--- config.mk ---
export PLATFORM = sky130hd
export DESIGN_NAME = fcs_top
export DESIGN_NICKNAME = d
export VERILOG_FILES = /design/src/inc/fcs_pkg.sv /design/src/inc/fcs_cyc_if.sv /design/src/logic/fcs_pin_seq.sv /design/src/logic/fcs_top.sv
export SDC_FILE = /design/constraint.sdc
export NUM_CORES = 1
export LEC_CHECK = 0
export BUFFER_PORTS_ARGS = -buffer_cell sky130_fd_sc_hd__clkbuf_2
export CAP_MARGIN = 10
export CORE_MARGIN = 5
export CORE_UTILIZATION = 25
export DETAILED_ROUTE_END_ITERATION = 12
export SETUP_SLACK_MARGIN = 0.02
export SLEW_MARGIN = 20
export SYNTH_ARGS = -nofsm -noshare
export SYNTH_HDL_FRONTEND = slang
export SYNTH_HIERARCHICAL = 1
export SYNTH_SLANG_ARGS = --single-unit
--- constraint.sdc ---
create_clock -name clk_i -period 7.5 [get_ports clk_i]
set_clock_uncertainty 0.2 [all_clocks]
set_input_delay 0.75 -clock clk_i [delete_from_list [all_inputs] [get_ports clk_i]]
set_output_delay 0.75 -clock clk_i [all_outputs]
set_load 0.05 [all_outputs]
--- src/inc/fcs_pkg.sv ---
// Constants, types and command codes of the flash command sequencer
// How it works
// - Each word program is preceded by the three-write unlock
// - Each erase is sent as a full six-write sequence
// - Upper data byte is don't-care but driven to a valid level
// - Query mode entered by unlock ending 98H at 5555H
// - Query mode lasts until the exit command
// - Identification mode left only by the exit command
// - Unlock is AAH at 5555H, 55H at 2AAAH, then A0H/80H/90H/98H
// - Erase writes four, five repeat unlock; sixth is 30H, 50H or 10H
// - Exit is F0H at any address or unlock ending F0H
package fcs_pkg;

    ////////////////////////////////////////////////////////////////////////
    localparam int CLK_MHZ = 40;
    localparam int T_WP_NS = 40;
    localparam int T_RC_NS = 90;
    localparam int WP_CYC = (T_WP_NS * CLK_MHZ + 999) / 1000;
    localparam int RD_CYC = (T_RC_NS * CLK_MHZ + 999) / 1000;
    localparam int POLL_LIMIT_DEF = 2000000;

    ////////////////////////////////////////////////////////////////////////
    localparam int AW = 20;
    localparam int DW = 16;
    localparam int TOGGLE_BIT = 6;
    localparam int POLL_BIT = 7;

    localparam logic [AW-1:0] ADDR_UNLOCK1 = 20'h05555;
    localparam logic [AW-1:0] ADDR_UNLOCK2 = 20'h02AAA;
    localparam logic [AW-1:0] SECTOR_MASK = 20'hFF800;
    localparam logic [AW-1:0] BLOCK_MASK = 20'hF8000;
    localparam logic [DW-1:0] CODE_UNLOCK1 = 16'h00AA;
    localparam logic [DW-1:0] CODE_UNLOCK2 = 16'h0055;
    localparam logic [DW-1:0] CODE_PROGRAM = 16'h00A0;
    localparam logic [DW-1:0] CODE_ERASE = 16'h0080;
    localparam logic [DW-1:0] CODE_IDENT = 16'h0090;
    localparam logic [DW-1:0] CODE_QUERY = 16'h0098;
    localparam logic [DW-1:0] CODE_SECTOR = 16'h0030;
    localparam logic [DW-1:0] CODE_BLOCK = 16'h0050;
    localparam logic [DW-1:0] CODE_CHIP = 16'h0010;
    localparam logic [DW-1:0] CODE_EXIT = 16'h00F0;

    ////////////////////////////////////////////////////////////////////////
    localparam logic [7:0] REG_CTRL = 8'h00;
    localparam logic [7:0] REG_ADDR = 8'h04;
    localparam logic [7:0] REG_WDATA = 8'h08;
    localparam logic [7:0] REG_STATUS = 8'h0C;
    localparam logic [7:0] REG_RDATA = 8'h10;
    localparam int CTRL_START = 8;
    localparam int ST_BUSY = 0;
    localparam int ST_DONE = 1;
    localparam int ST_OK = 2;
    localparam int ST_TIMEOUT = 3;
    localparam int ST_BADOP = 4;

    typedef enum logic [3:0] {
        OP_READ = 4'h0,
        OP_PROGRAM = 4'h1,
        OP_SECTOR = 4'h2,
        OP_BLOCK = 4'h3,
        OP_CHIP = 4'h4,
        OP_IDENT = 4'h5,
        OP_QUERY = 4'h6,
        OP_EXIT = 4'h7,
        OP_EXIT3 = 4'h8
    } fcs_op_t;

    typedef enum logic [1:0] {M_IDLE, M_ISSUE, M_WAIT} fcs_mstate_t;
    typedef enum logic [2:0] {S_IDLE, S_SETUP, S_ACT, S_HOLD, S_GAP} fcs_sstate_t;

endpackage : fcs_pkg

--- src/inc/fcs_cyc_if.sv ---
// One flash bus cycle request between command engine and pin sequencer
`timescale 1ns/1ps
interface fcs_cyc_if;
    logic req;
    logic we;
    logic [19:0] addr;
    logic [15:0] wdata;
    logic done;
    logic [15:0] rdata;
    modport ctrl (output req, output we, output addr, output wdata, input done, input rdata);
    modport seq (input req, input we, input addr, input wdata, output done, output rdata);
endinterface : fcs_cyc_if

--- src/logic/fcs_pin_seq.sv ---
// Pin sequencer: one read or write cycle on the flash pins
`timescale 1ns/1ps
module fcs_pin_seq (
    input wire logic clk_i,
    input wire logic rst_i,
    fcs_cyc_if.seq cy,
    input wire logic [15:0] dq_i,
    output logic [15:0] dq_o,
    output logic dq_oe_o,
    output logic [19:0] addr_o,
    output logic ce_n_o,
    output logic oe_n_o,
    output logic we_n_o
);
    localparam logic [3:0] WP_N = 4'(fcs_pkg::WP_CYC - 1);
    localparam logic [3:0] RD_N = 4'(fcs_pkg::RD_CYC - 1);

    generate
        if (fcs_pkg::WP_CYC < 1 || fcs_pkg::WP_CYC > 16 || fcs_pkg::RD_CYC > 16) begin : g_chk
            $error("fcs_pin_seq: cycle counts out of range");
        end
    endgenerate

    fcs_pkg::fcs_sstate_t st_q, st_d;
    logic [3:0] cnt_q, cnt_d;
    logic we_q, we_d, ce_n_q, ce_n_d, oe_n_q, oe_n_d, wen_q, wen_d, oe_q, oe_d, done_q, done_d;
    logic [19:0] a_q, a_d;
    logic [15:0] dq_q, dq_d, rd_q, rd_d;

    ////////////////////////////////////////////////////////////////////////
    always_comb begin
        st_d = st_q;
        cnt_d = cnt_q;
        we_d = we_q;
        ce_n_d = ce_n_q;
        oe_n_d = oe_n_q;
        wen_d = wen_q;
        oe_d = oe_q;
        a_d = a_q;
        dq_d = dq_q;
        rd_d = rd_q;
        done_d = 1'b0;
        unique case (st_q)
            fcs_pkg::S_IDLE: begin
                if (cy.req) begin
                    a_d = cy.addr;
                    dq_d = cy.wdata;
                    we_d = cy.we;
                    ce_n_d = 1'b0;
                    oe_d = cy.we;
                    st_d = fcs_pkg::S_SETUP;
                end
            end
            fcs_pkg::S_SETUP: begin
                // Output enable stays high for writes so the device never inhibits
                if (we_q) begin
                    wen_d = 1'b0;
                    cnt_d = WP_N;
                end else begin
                    oe_n_d = 1'b0;
                    cnt_d = RD_N;
                end
                st_d = fcs_pkg::S_ACT;
            end
            fcs_pkg::S_ACT: begin
                if (cnt_q == 4'h0) begin
                    if (we_q) begin
                        wen_d = 1'b1;
                    end else begin
                        rd_d = dq_i;
                        oe_n_d = 1'b1;
                    end
                    st_d = fcs_pkg::S_HOLD;
                end else begin
                    cnt_d = cnt_q - 4'h1;
                end
            end
            fcs_pkg::S_HOLD: begin
                // Data held two cycles past the strobe rise for hold time
                ce_n_d = 1'b1;
                st_d = fcs_pkg::S_GAP;
            end
            fcs_pkg::S_GAP: begin
                oe_d = 1'b0;
                done_d = 1'b1;
                st_d = fcs_pkg::S_IDLE;
            end
        endcase
    end

    always_ff @(posedge clk_i) begin
        if (rst_i) begin
            st_q <= fcs_pkg::S_IDLE;
            cnt_q <= 4'h0;
            we_q <= 1'b0;
            ce_n_q <= 1'b1;
            oe_n_q <= 1'b1;
            wen_q <= 1'b1;
            oe_q <= 1'b0;
            a_q <= 20'h00000;
            dq_q <= 16'h0000;
            rd_q <= 16'h0000;
            done_q <= 1'b0;
        end else begin
            st_q <= st_d;
            cnt_q <= cnt_d;
            we_q <= we_d;
            ce_n_q <= ce_n_d;
            oe_n_q <= oe_n_d;
            wen_q <= wen_d;
            oe_q <= oe_d;
            a_q <= a_d;
            dq_q <= dq_d;
            rd_q <= rd_d;
            done_q <= done_d;
        end
    end

    assign cy.done = done_q;
    assign cy.rdata = rd_q;
    assign dq_o = dq_q;
    assign dq_oe_o = oe_q;
    assign addr_o = a_q;
    assign ce_n_o = ce_n_q;
    assign oe_n_o = oe_n_q;
    assign we_n_o = wen_q;

endmodule : fcs_pin_seq

--- src/logic/fcs_top.sv ---
// Flash command sequencer: Wishbone registers, command engine, status polling
`timescale 1ns/1ps
module fcs_top #(
    parameter int POLL_LIMIT = fcs_pkg::POLL_LIMIT_DEF
) (
    input wire logic clk_i,
    input wire logic rst_i,
    input wire logic wb_cyc_i,
    input wire logic wb_stb_i,
    input wire logic wb_we_i,
    input wire logic [7:0] wb_adr_i,
    input wire logic [3:0] wb_sel_i,
    input wire logic [31:0] wb_dat_i,
    output logic [31:0] wb_dat_o,
    output logic wb_ack_o,
    input wire logic [15:0] dq_i,
    output logic [15:0] dq_o,
    output logic dq_oe_o,
    output logic [19:0] addr_o,
    output logic ce_n_o,
    output logic oe_n_o,
    output logic we_n_o
);
    generate
        if (POLL_LIMIT < 2 || POLL_LIMIT > 16777215) begin : g_chk
            $error("fcs_top: POLL_LIMIT must be 2..2^24-1");
        end
    endgenerate

    ////////////////////////////////////////////////////////////////////////
    function automatic logic [31:0] merge(input logic [31:0] old, input logic [31:0] nw,
                                          input logic [3:0] sel);
        logic [31:0] r;
        r = old;
        for (int i = 0; i < 4; i++) begin
            if (sel[i]) r[i*8 +: 8] = nw[i*8 +: 8];
        end
        return r;
    endfunction : merge

    function automatic logic [2:0] n_writes(input logic [3:0] op);
        logic [2:0] n;
        unique case (op)
            fcs_pkg::OP_PROGRAM: n = 3'd4;
            fcs_pkg::OP_SECTOR, fcs_pkg::OP_BLOCK, fcs_pkg::OP_CHIP: n = 3'd6;
            fcs_pkg::OP_IDENT, fcs_pkg::OP_QUERY, fcs_pkg::OP_EXIT3: n = 3'd3;
            fcs_pkg::OP_EXIT: n = 3'd1;
            default: n = 3'd0;
        endcase
        return n;
    endfunction : n_writes

    function automatic logic [35:0] step_word(input logic [3:0] op, input logic [2:0] step,
                                              input logic [19:0] a, input logic [15:0] d);
        logic [19:0] sa;
        logic [15:0] sd;
        sa = fcs_pkg::ADDR_UNLOCK1;
        sd = fcs_pkg::CODE_UNLOCK1;
        if (op == fcs_pkg::OP_EXIT) begin
            sa = a;
            sd = fcs_pkg::CODE_EXIT;
        end else begin
            unique case (step)
                3'd1, 3'd4: begin
                    sa = fcs_pkg::ADDR_UNLOCK2;
                    sd = fcs_pkg::CODE_UNLOCK2;
                end
                3'd2: begin
                    unique case (op)
                        fcs_pkg::OP_PROGRAM: sd = fcs_pkg::CODE_PROGRAM;
                        fcs_pkg::OP_IDENT: sd = fcs_pkg::CODE_IDENT;
                        fcs_pkg::OP_QUERY: sd = fcs_pkg::CODE_QUERY;
                        fcs_pkg::OP_EXIT3: sd = fcs_pkg::CODE_EXIT;
                        default: sd = fcs_pkg::CODE_ERASE;
                    endcase
                end
                3'd3: begin
                    if (op == fcs_pkg::OP_PROGRAM) begin
                        sa = a;
                        sd = d;
                    end
                end
                3'd5: begin
                    unique case (op)
                        fcs_pkg::OP_SECTOR: begin
                            sa = a & fcs_pkg::SECTOR_MASK;
                            sd = fcs_pkg::CODE_SECTOR;
                        end
                        fcs_pkg::OP_BLOCK: begin
                            sa = a & fcs_pkg::BLOCK_MASK;
                            sd = fcs_pkg::CODE_BLOCK;
                        end
                        default: sd = fcs_pkg::CODE_CHIP;
                    endcase
                end
                default: ;
            endcase
        end
        return {sa, sd};
    endfunction : step_word

    ////////////////////////////////////////////////////////////////////////
    fcs_cyc_if cy ();

    fcs_pin_seq u_seq (
        .clk_i(clk_i),
        .rst_i(rst_i),
        .cy(cy.seq),
        .dq_i(dq_i),
        .dq_o(dq_o),
        .dq_oe_o(dq_oe_o),
        .addr_o(addr_o),
        .ce_n_o(ce_n_o),
        .oe_n_o(oe_n_o),
        .we_n_o(we_n_o)
    );

    fcs_pkg::fcs_mstate_t st_q, st_d;
    logic [3:0] op_q, op_d;
    logic [19:0] addr_q, addr_d;
    logic [15:0] wdata_q, wdata_d, rdata_q, rdata_d, prev_q, prev_d;
    logic [2:0] step_q, step_d;
    logic [23:0] npoll_q, npoll_d;
    logic have_prev_q, have_prev_d;
    logic done_q, done_d, ok_q, ok_d, tout_q, tout_d, bad_q, bad_d;
    logic ack_q, ack_d;
    logic [31:0] dat_q, dat_d;
    logic hit, wr, start, polls, is_write;
    logic [35:0] sw;

    assign hit = wb_cyc_i & wb_stb_i & ~ack_q;
    assign wr = hit & wb_we_i;
    assign start = wr && wb_adr_i == fcs_pkg::REG_CTRL && wb_sel_i[1] && wb_dat_i[fcs_pkg::CTRL_START];
    assign polls = op_q inside {fcs_pkg::OP_PROGRAM, fcs_pkg::OP_SECTOR, fcs_pkg::OP_BLOCK,
                                fcs_pkg::OP_CHIP};
    assign is_write = step_q < n_writes(op_q);
    assign sw = step_word(op_q, step_q, addr_q, wdata_q);

    // Write fields come from the step table, reads take the address register; the sequencer latches them
    assign cy.req = (st_q == fcs_pkg::M_ISSUE);
    assign cy.we = is_write;
    assign cy.addr = is_write ? sw[35:16] : addr_q;
    assign cy.wdata = sw[15:0];

    ////////////////////////////////////////////////////////////////////////
    always_comb begin
        logic [31:0] t;
        t = 32'h00000000;
        st_d = st_q;
        op_d = op_q;
        addr_d = addr_q;
        wdata_d = wdata_q;
        rdata_d = rdata_q;
        prev_d = prev_q;
        step_d = step_q;
        npoll_d = npoll_q;
        have_prev_d = have_prev_q;
        done_d = done_q;
        ok_d = ok_q;
        tout_d = tout_q;
        bad_d = bad_q;
        ack_d = hit;
        dat_d = dat_q;
        if (hit && !wb_we_i) begin
            unique case (wb_adr_i)
                fcs_pkg::REG_CTRL: dat_d = {28'h0000000, op_q};
                fcs_pkg::REG_ADDR: dat_d = {12'h000, addr_q};
                fcs_pkg::REG_WDATA: dat_d = {16'h0000, wdata_q};
                fcs_pkg::REG_STATUS: dat_d = {27'h0000000, bad_q, tout_q, ok_q, done_q,
                                              st_q != fcs_pkg::M_IDLE};
                fcs_pkg::REG_RDATA: dat_d = {16'h0000, rdata_q};
                default: dat_d = 32'h00000000;
            endcase
        end
        // Settings are frozen while busy so a running sequence stays coherent
        if (wr && st_q == fcs_pkg::M_IDLE) begin
            unique case (wb_adr_i)
                fcs_pkg::REG_CTRL: begin
                    t = merge({28'h0000000, op_q}, wb_dat_i, wb_sel_i);
                    op_d = t[3:0];
                end
                fcs_pkg::REG_ADDR: begin
                    t = merge({12'h000, addr_q}, wb_dat_i, wb_sel_i);
                    addr_d = t[19:0];
                end
                fcs_pkg::REG_WDATA: begin
                    t = merge({16'h0000, wdata_q}, wb_dat_i, wb_sel_i);
                    wdata_d = t[15:0];
                end
                default: ;
            endcase
        end
        unique case (st_q)
            fcs_pkg::M_IDLE: begin
                if (start) begin
                    done_d = 1'b0;
                    ok_d = 1'b0;
                    tout_d = 1'b0;
                    step_d = 3'd0;
                    npoll_d = 24'h000000;
                    have_prev_d = 1'b0;
                    if (op_d > fcs_pkg::OP_EXIT3) begin
                        bad_d = 1'b1;
                        done_d = 1'b1;
                    end else begin
                        bad_d = 1'b0;
                        st_d = fcs_pkg::M_ISSUE;
                    end
                end
            end
            fcs_pkg::M_ISSUE: st_d = fcs_pkg::M_WAIT;
            fcs_pkg::M_WAIT: begin
                if (cy.done) begin
                    st_d = fcs_pkg::M_ISSUE;
                    if (is_write) begin
                        step_d = step_q + 3'd1;
                        if (step_q + 3'd1 == n_writes(op_q) && !polls) begin
                            st_d = fcs_pkg::M_IDLE;
                            done_d = 1'b1;
                            ok_d = 1'b1;
                        end
                    end else begin
                        rdata_d = cy.rdata;
                        if (!polls) begin
                            st_d = fcs_pkg::M_IDLE;
                            done_d = 1'b1;
                            ok_d = 1'b1;
                        end else if (have_prev_q && prev_q[fcs_pkg::TOGGLE_BIT]
                                     == cy.rdata[fcs_pkg::TOGGLE_BIT]) begin
                            st_d = fcs_pkg::M_IDLE;
                            done_d = 1'b1;
                            if (op_q == fcs_pkg::OP_PROGRAM) begin
                                ok_d = cy.rdata == wdata_q;
                            end else begin
                                ok_d = cy.rdata[fcs_pkg::POLL_BIT];
                            end
                        end else if (npoll_q == 24'(POLL_LIMIT - 1)) begin
                            st_d = fcs_pkg::M_IDLE;
                            done_d = 1'b1;
                            tout_d = 1'b1;
                        end else begin
                            // Polling begins only after the final write strobe
                            prev_d = cy.rdata;
                            have_prev_d = 1'b1;
                            npoll_d = npoll_q + 24'h000001;
                        end
                    end
                end
            end
            default: st_d = fcs_pkg::M_IDLE;
        endcase
    end

    always_ff @(posedge clk_i) begin
        if (rst_i) begin
            st_q <= fcs_pkg::M_IDLE;
            op_q <= 4'h0;
            addr_q <= 20'h00000;
            wdata_q <= 16'hFFFF;
            rdata_q <= 16'h0000;
            prev_q <= 16'h0000;
            step_q <= 3'd0;
            npoll_q <= 24'h000000;
            have_prev_q <= 1'b0;
            done_q <= 1'b0;
            ok_q <= 1'b0;
            tout_q <= 1'b0;
            bad_q <= 1'b0;
            ack_q <= 1'b0;
            dat_q <= 32'h00000000;
        end else begin
            st_q <= st_d;
            op_q <= op_d;
            addr_q <= addr_d;
            wdata_q <= wdata_d;
            rdata_q <= rdata_d;
            prev_q <= prev_d;
            step_q <= step_d;
            npoll_q <= npoll_d;
            have_prev_q <= have_prev_d;
            done_q <= done_d;
            ok_q <= ok_d;
            tout_q <= tout_d;
            bad_q <= bad_d;
            ack_q <= ack_d;
            dat_q <= dat_d;
        end
    end

    assign wb_ack_o = ack_q;
    assign wb_dat_o = dat_q;

endmodule : fcs_top

==> impl_metrics.yaml <==
clock_tree:
  insertion_delay_ns: 0.45
  htree_num_levels: 4
  cts_buffer_depth: 2
  cts_buffers: 17
  cts_tree: "yes"
  postCtsResizedCells: 0
  clkSinkCount: 180
  cts_hold_buffers: 0
  clock-root-buffer: "clkbuf_16"
  clk_pin_slew_ns: 0.07
  post_cts_buffers: 0
worst_setup_path:
  endpoint: "u_seq/addr_o[19]$_SDFFE_PP0P_"
  critPathKind: "reg -> reg"
  required_ns: 7.68
  cp-start-kind: "register"
  rr_worst_depth: 7
  crit_slowest_cell: "nor2_1"
  cp-startpoint: "op_q[0]$_SDFF_PP0_"
  r2r-start: "op_q[0]$_SDFF_PP0_"
  cp-end-kind: "register"
  r2r-end: "u_seq/addr_o[19]$_SDFFE_PP0P_"
  critPathMaxFanout: 15
  r2r_slack_ns: 4.14
  max_stage_delay_ns: 0.71
  crit_arrival_ns: 3.54
  path_common_cell: "nor2_1"
  path_cells: "or4b_1 > nor2_1 > nor2_1 > o21ai_0 > and2_1 > nand2_1 > a21oi_1"
yosys:
  yosys_warnings: 6
  syn_area_um2: 8596
  synth-edff-count: 0
  synth-async-reset-ratio: 0
  yosys-top-cells-area: "dfxtp_1, nand2_1, mux2i_1"
  ys_top_cells_by_count: "nand2_1, dfxtp_1, a21oi_1, nor2_1, mux2i_1"
  synth_flop_cell: "dfxtp_1"
  syn_inst: 1039
  synth_top_cell_by_area: "dfxtp_1"
  synth_seq_area_share: 0.4192
  avgSynthCellArea_um2: 8.273
  synth.distinct_cells: 72
  synth_top_area_frac: 0.4192
  synth.most_common_cell: "nand2_1"
  ys_ff_latch: 180
cells_and_area:
  nFillCells: 3685
  area_growth_pct: 17.15
  layout-drive-gt1-share: 0.1561
  n_antenna_cell: 0
  nets: 1197
sta:
  fin_ws_ns: 4.139
  hold_viol_final: 0
  setup_viol: 0
  rsz0062_at_grt: "no"
  setup_tns_ns: 0
  finalMaxSlewViolations: 0
  tightest_slew_ns: 1.016
  relSlewSlack: 0.3217
  min_period_ns: 3.361
  clock.fmax_mhz: 297.5
  fin_crit_sh: 0.4481
place:
  post-dp-hpwl_um: 20090
  gp_congestion: 0.8872
  preCtsSetupSlack_ns: 4.053
  place.port_buffers: 112
power:
  p_leak_nw: 3.836
  power_w: 0.001948
  cell_internal_pwr_w: 0.001433
  power_frac_comb: 0.041
  power_frac_seq: 0.491
  power_density_nw_per_um2: 193.5
  swShare: 0.2643
  p_sw_w: 0.0005149
  p_clk_frac: 0.468
  peakVddDrop_mv: 0.1258
die:
  die_w_um: 195.4
  dieArea_um2: 38190
  fp.coreArea_um2: 34200
  dieHeight_um: 195.4
  fp-row-count: 68
  io-pin-count: 138
  start_util: 0.2513
route:
  firstDrtPassIters: 5
  drt-wirelength-per-cell_um: 16.83
  drt_iter0_drc: 579
  drc: 0
  drtAntennaViolNets: 0
  via_per_inst: 4.824
  wirelength_um: 26740
  vias: 7666
min_path:
  min-delay-path-class: "reg -> reg"
global_routing:
  grt_pass1_vias: 7310
  antenna_found_initial: 0
  grt_remaining_overflow: 0
  grt_max_degree: 84
  grt_pass1_wl_um: 41530
  grt_use_total: 0.1359
job:
  maxCapViolations: 0
status:
  outcome: "completed"
==> metrics by stage <==
stage                     cell area [um^2]  std cells  utilization  hold slack (ns)
after floorplan                       8637       1050            -           0.2302
after detailed placement              9472       1557       0.2769           0.2425
final                                10070       1589       0.2944           0.2548
after global placement                9472       1557       0.2769           0.2416
after CTS                            10070       1589       0.2944           0.2542
after global routing                 10070       1589       0.2944           0.2724
==> cell type report <==
cell class / instances / area [um^2] / area share
timing repair buffer: 122 / 638.1 / 0.06337
clock inverter: 14 / 158.9 / 0.01578
clock buffer: 18 / 439.2 / 0.04361
sequential: 180 / 3603 / 0.3579
inverter: 19 / 71.32 / 0.007082
multi-input combinational: 781 / 4589 / 0.4558
tap: 455 / 569.3 / 0.05654
==> state kept, by name (all words and copies together) (netlist names), 4 cells and up, named ones only <==
name / cells
rdata_q: 16
u_seq/cnt_q: 4
addr_q: 20
wb_dat_o: 20
u_seq/cy.rdata: 16
u_seq/dq_o: 16
u_seq/addr_o: 20
wdata_q: 16
op_q: 4
npoll_q: 24
==> how the worst min path moves through the flow <==
stage                                    from                         to  cells past startpoint
floorplan                 tout_q$_SDFFE_PP0P_   wb_dat_o[3]$_SDFFE_PP0P_                      2
global placement     wb_dat_o[8]$_SDFFE_PP0P_   wb_dat_o[8]$_SDFFE_PP0P_                      2
detailed placement   wb_dat_o[9]$_SDFFE_PP0P_   wb_dat_o[9]$_SDFFE_PP0P_                      2
CTS                 wb_dat_o[18]$_SDFFE_PP0P_  wb_dat_o[18]$_SDFFE_PP0P_                      2
global route        wb_dat_o[17]$_SDFFE_PP0P_  wb_dat_o[17]$_SDFFE_PP0P_                      2
finish              wb_dat_o[18]$_SDFFE_PP0P_  wb_dat_o[18]$_SDFFE_PP0P_                      2
==> cell families after synthesis <==
group | count (synthesis) | synth area share
XOR/XNOR | 24 | 0.02445
AND/OR/NAND/NOR | 432 | 0.2419
buffers and inverters | 89 | 0.05167
AO/OA/AOI/OAI | 242 | 0.1763
other | 1 | 0.0004363
flip-flops | 180 | 0.4192
multiplexers | 60 | 0.07001
adder cells (fa/ha/maj) | 11 | 0.01601
==> placed cells by master (no fill, tap or decap), types with 4 or more instances in the layout <==
master / count
nand2_1: 220
dfxtp_1: 180
clkbuf_2: 111
a21oi_1: 100
nor2_1: 62
mux2i_1: 59
nand3_1: 31
o21ai_0: 29
and3_1: 23
xnor2_1: 22
nor3_1: 21
a31oi_1: 20
inv_1: 19
clkbuf_16: 17
a21o_1: 12
o21a_1: 12
a22o_1: 12
conb_1: 12
ha_1: 11
buf_4: 11
and2_1: 9
nor2b_1: 8
nand4_1: 7
a41oi_1: 6
a22oi_1: 6
nor3b_1: 5
o211ai_1: 5
o21ai_1: 5
nor3_2: 5
nand2b_1: 5
a211o_1: 5
a221oi_1: 4
or2_2: 4
o31ai_1: 4
inv_6: 4
inv_8: 4
clkinv_8: 4
or3b_1: 4
==> per-layer routing <==
| layer | wire [um] | vias to the layer above | global-route usage | share of wire |
|---|---|---|---|---|
| li1 | - | 3777 | - | - |
| met1 | 12700 | 3637 | 0.1937 | 0.47 |
| met2 | 11870 | 221 | 0.2063 | 0.44 |
| met3 | 1630 | 31 | 0.02968 | 0.061 |
| met4 | 537 | 0 | 0.03982 | 0.020 |
| met5 | 0 | - | 0 | 0 |
==> worst max-delay path, delay by kind of cell (launching register included) <==
family	cells	cell delay, ns
simple gates	5	1.82
compound gates	2	0.58
flops	1	0.69
==> power groups by stage <==
stage | clock network, W | registers (W) | logic, W
finish | 0.000912 | 0.000957 | 0.0000797
global route | 0.000960 | 0.000957 | 0.0000857
CTS | 0.000927 | 0.000957 | 0.0000790
detailed placement | 0 | 0.000979 | 0.0000788
global placement | 0 | 0.000979 | 0.0000786
floorplan | 0 | 0.000984 | 0.0000482
No activity file was read; power rests on OpenSTA's default activity.
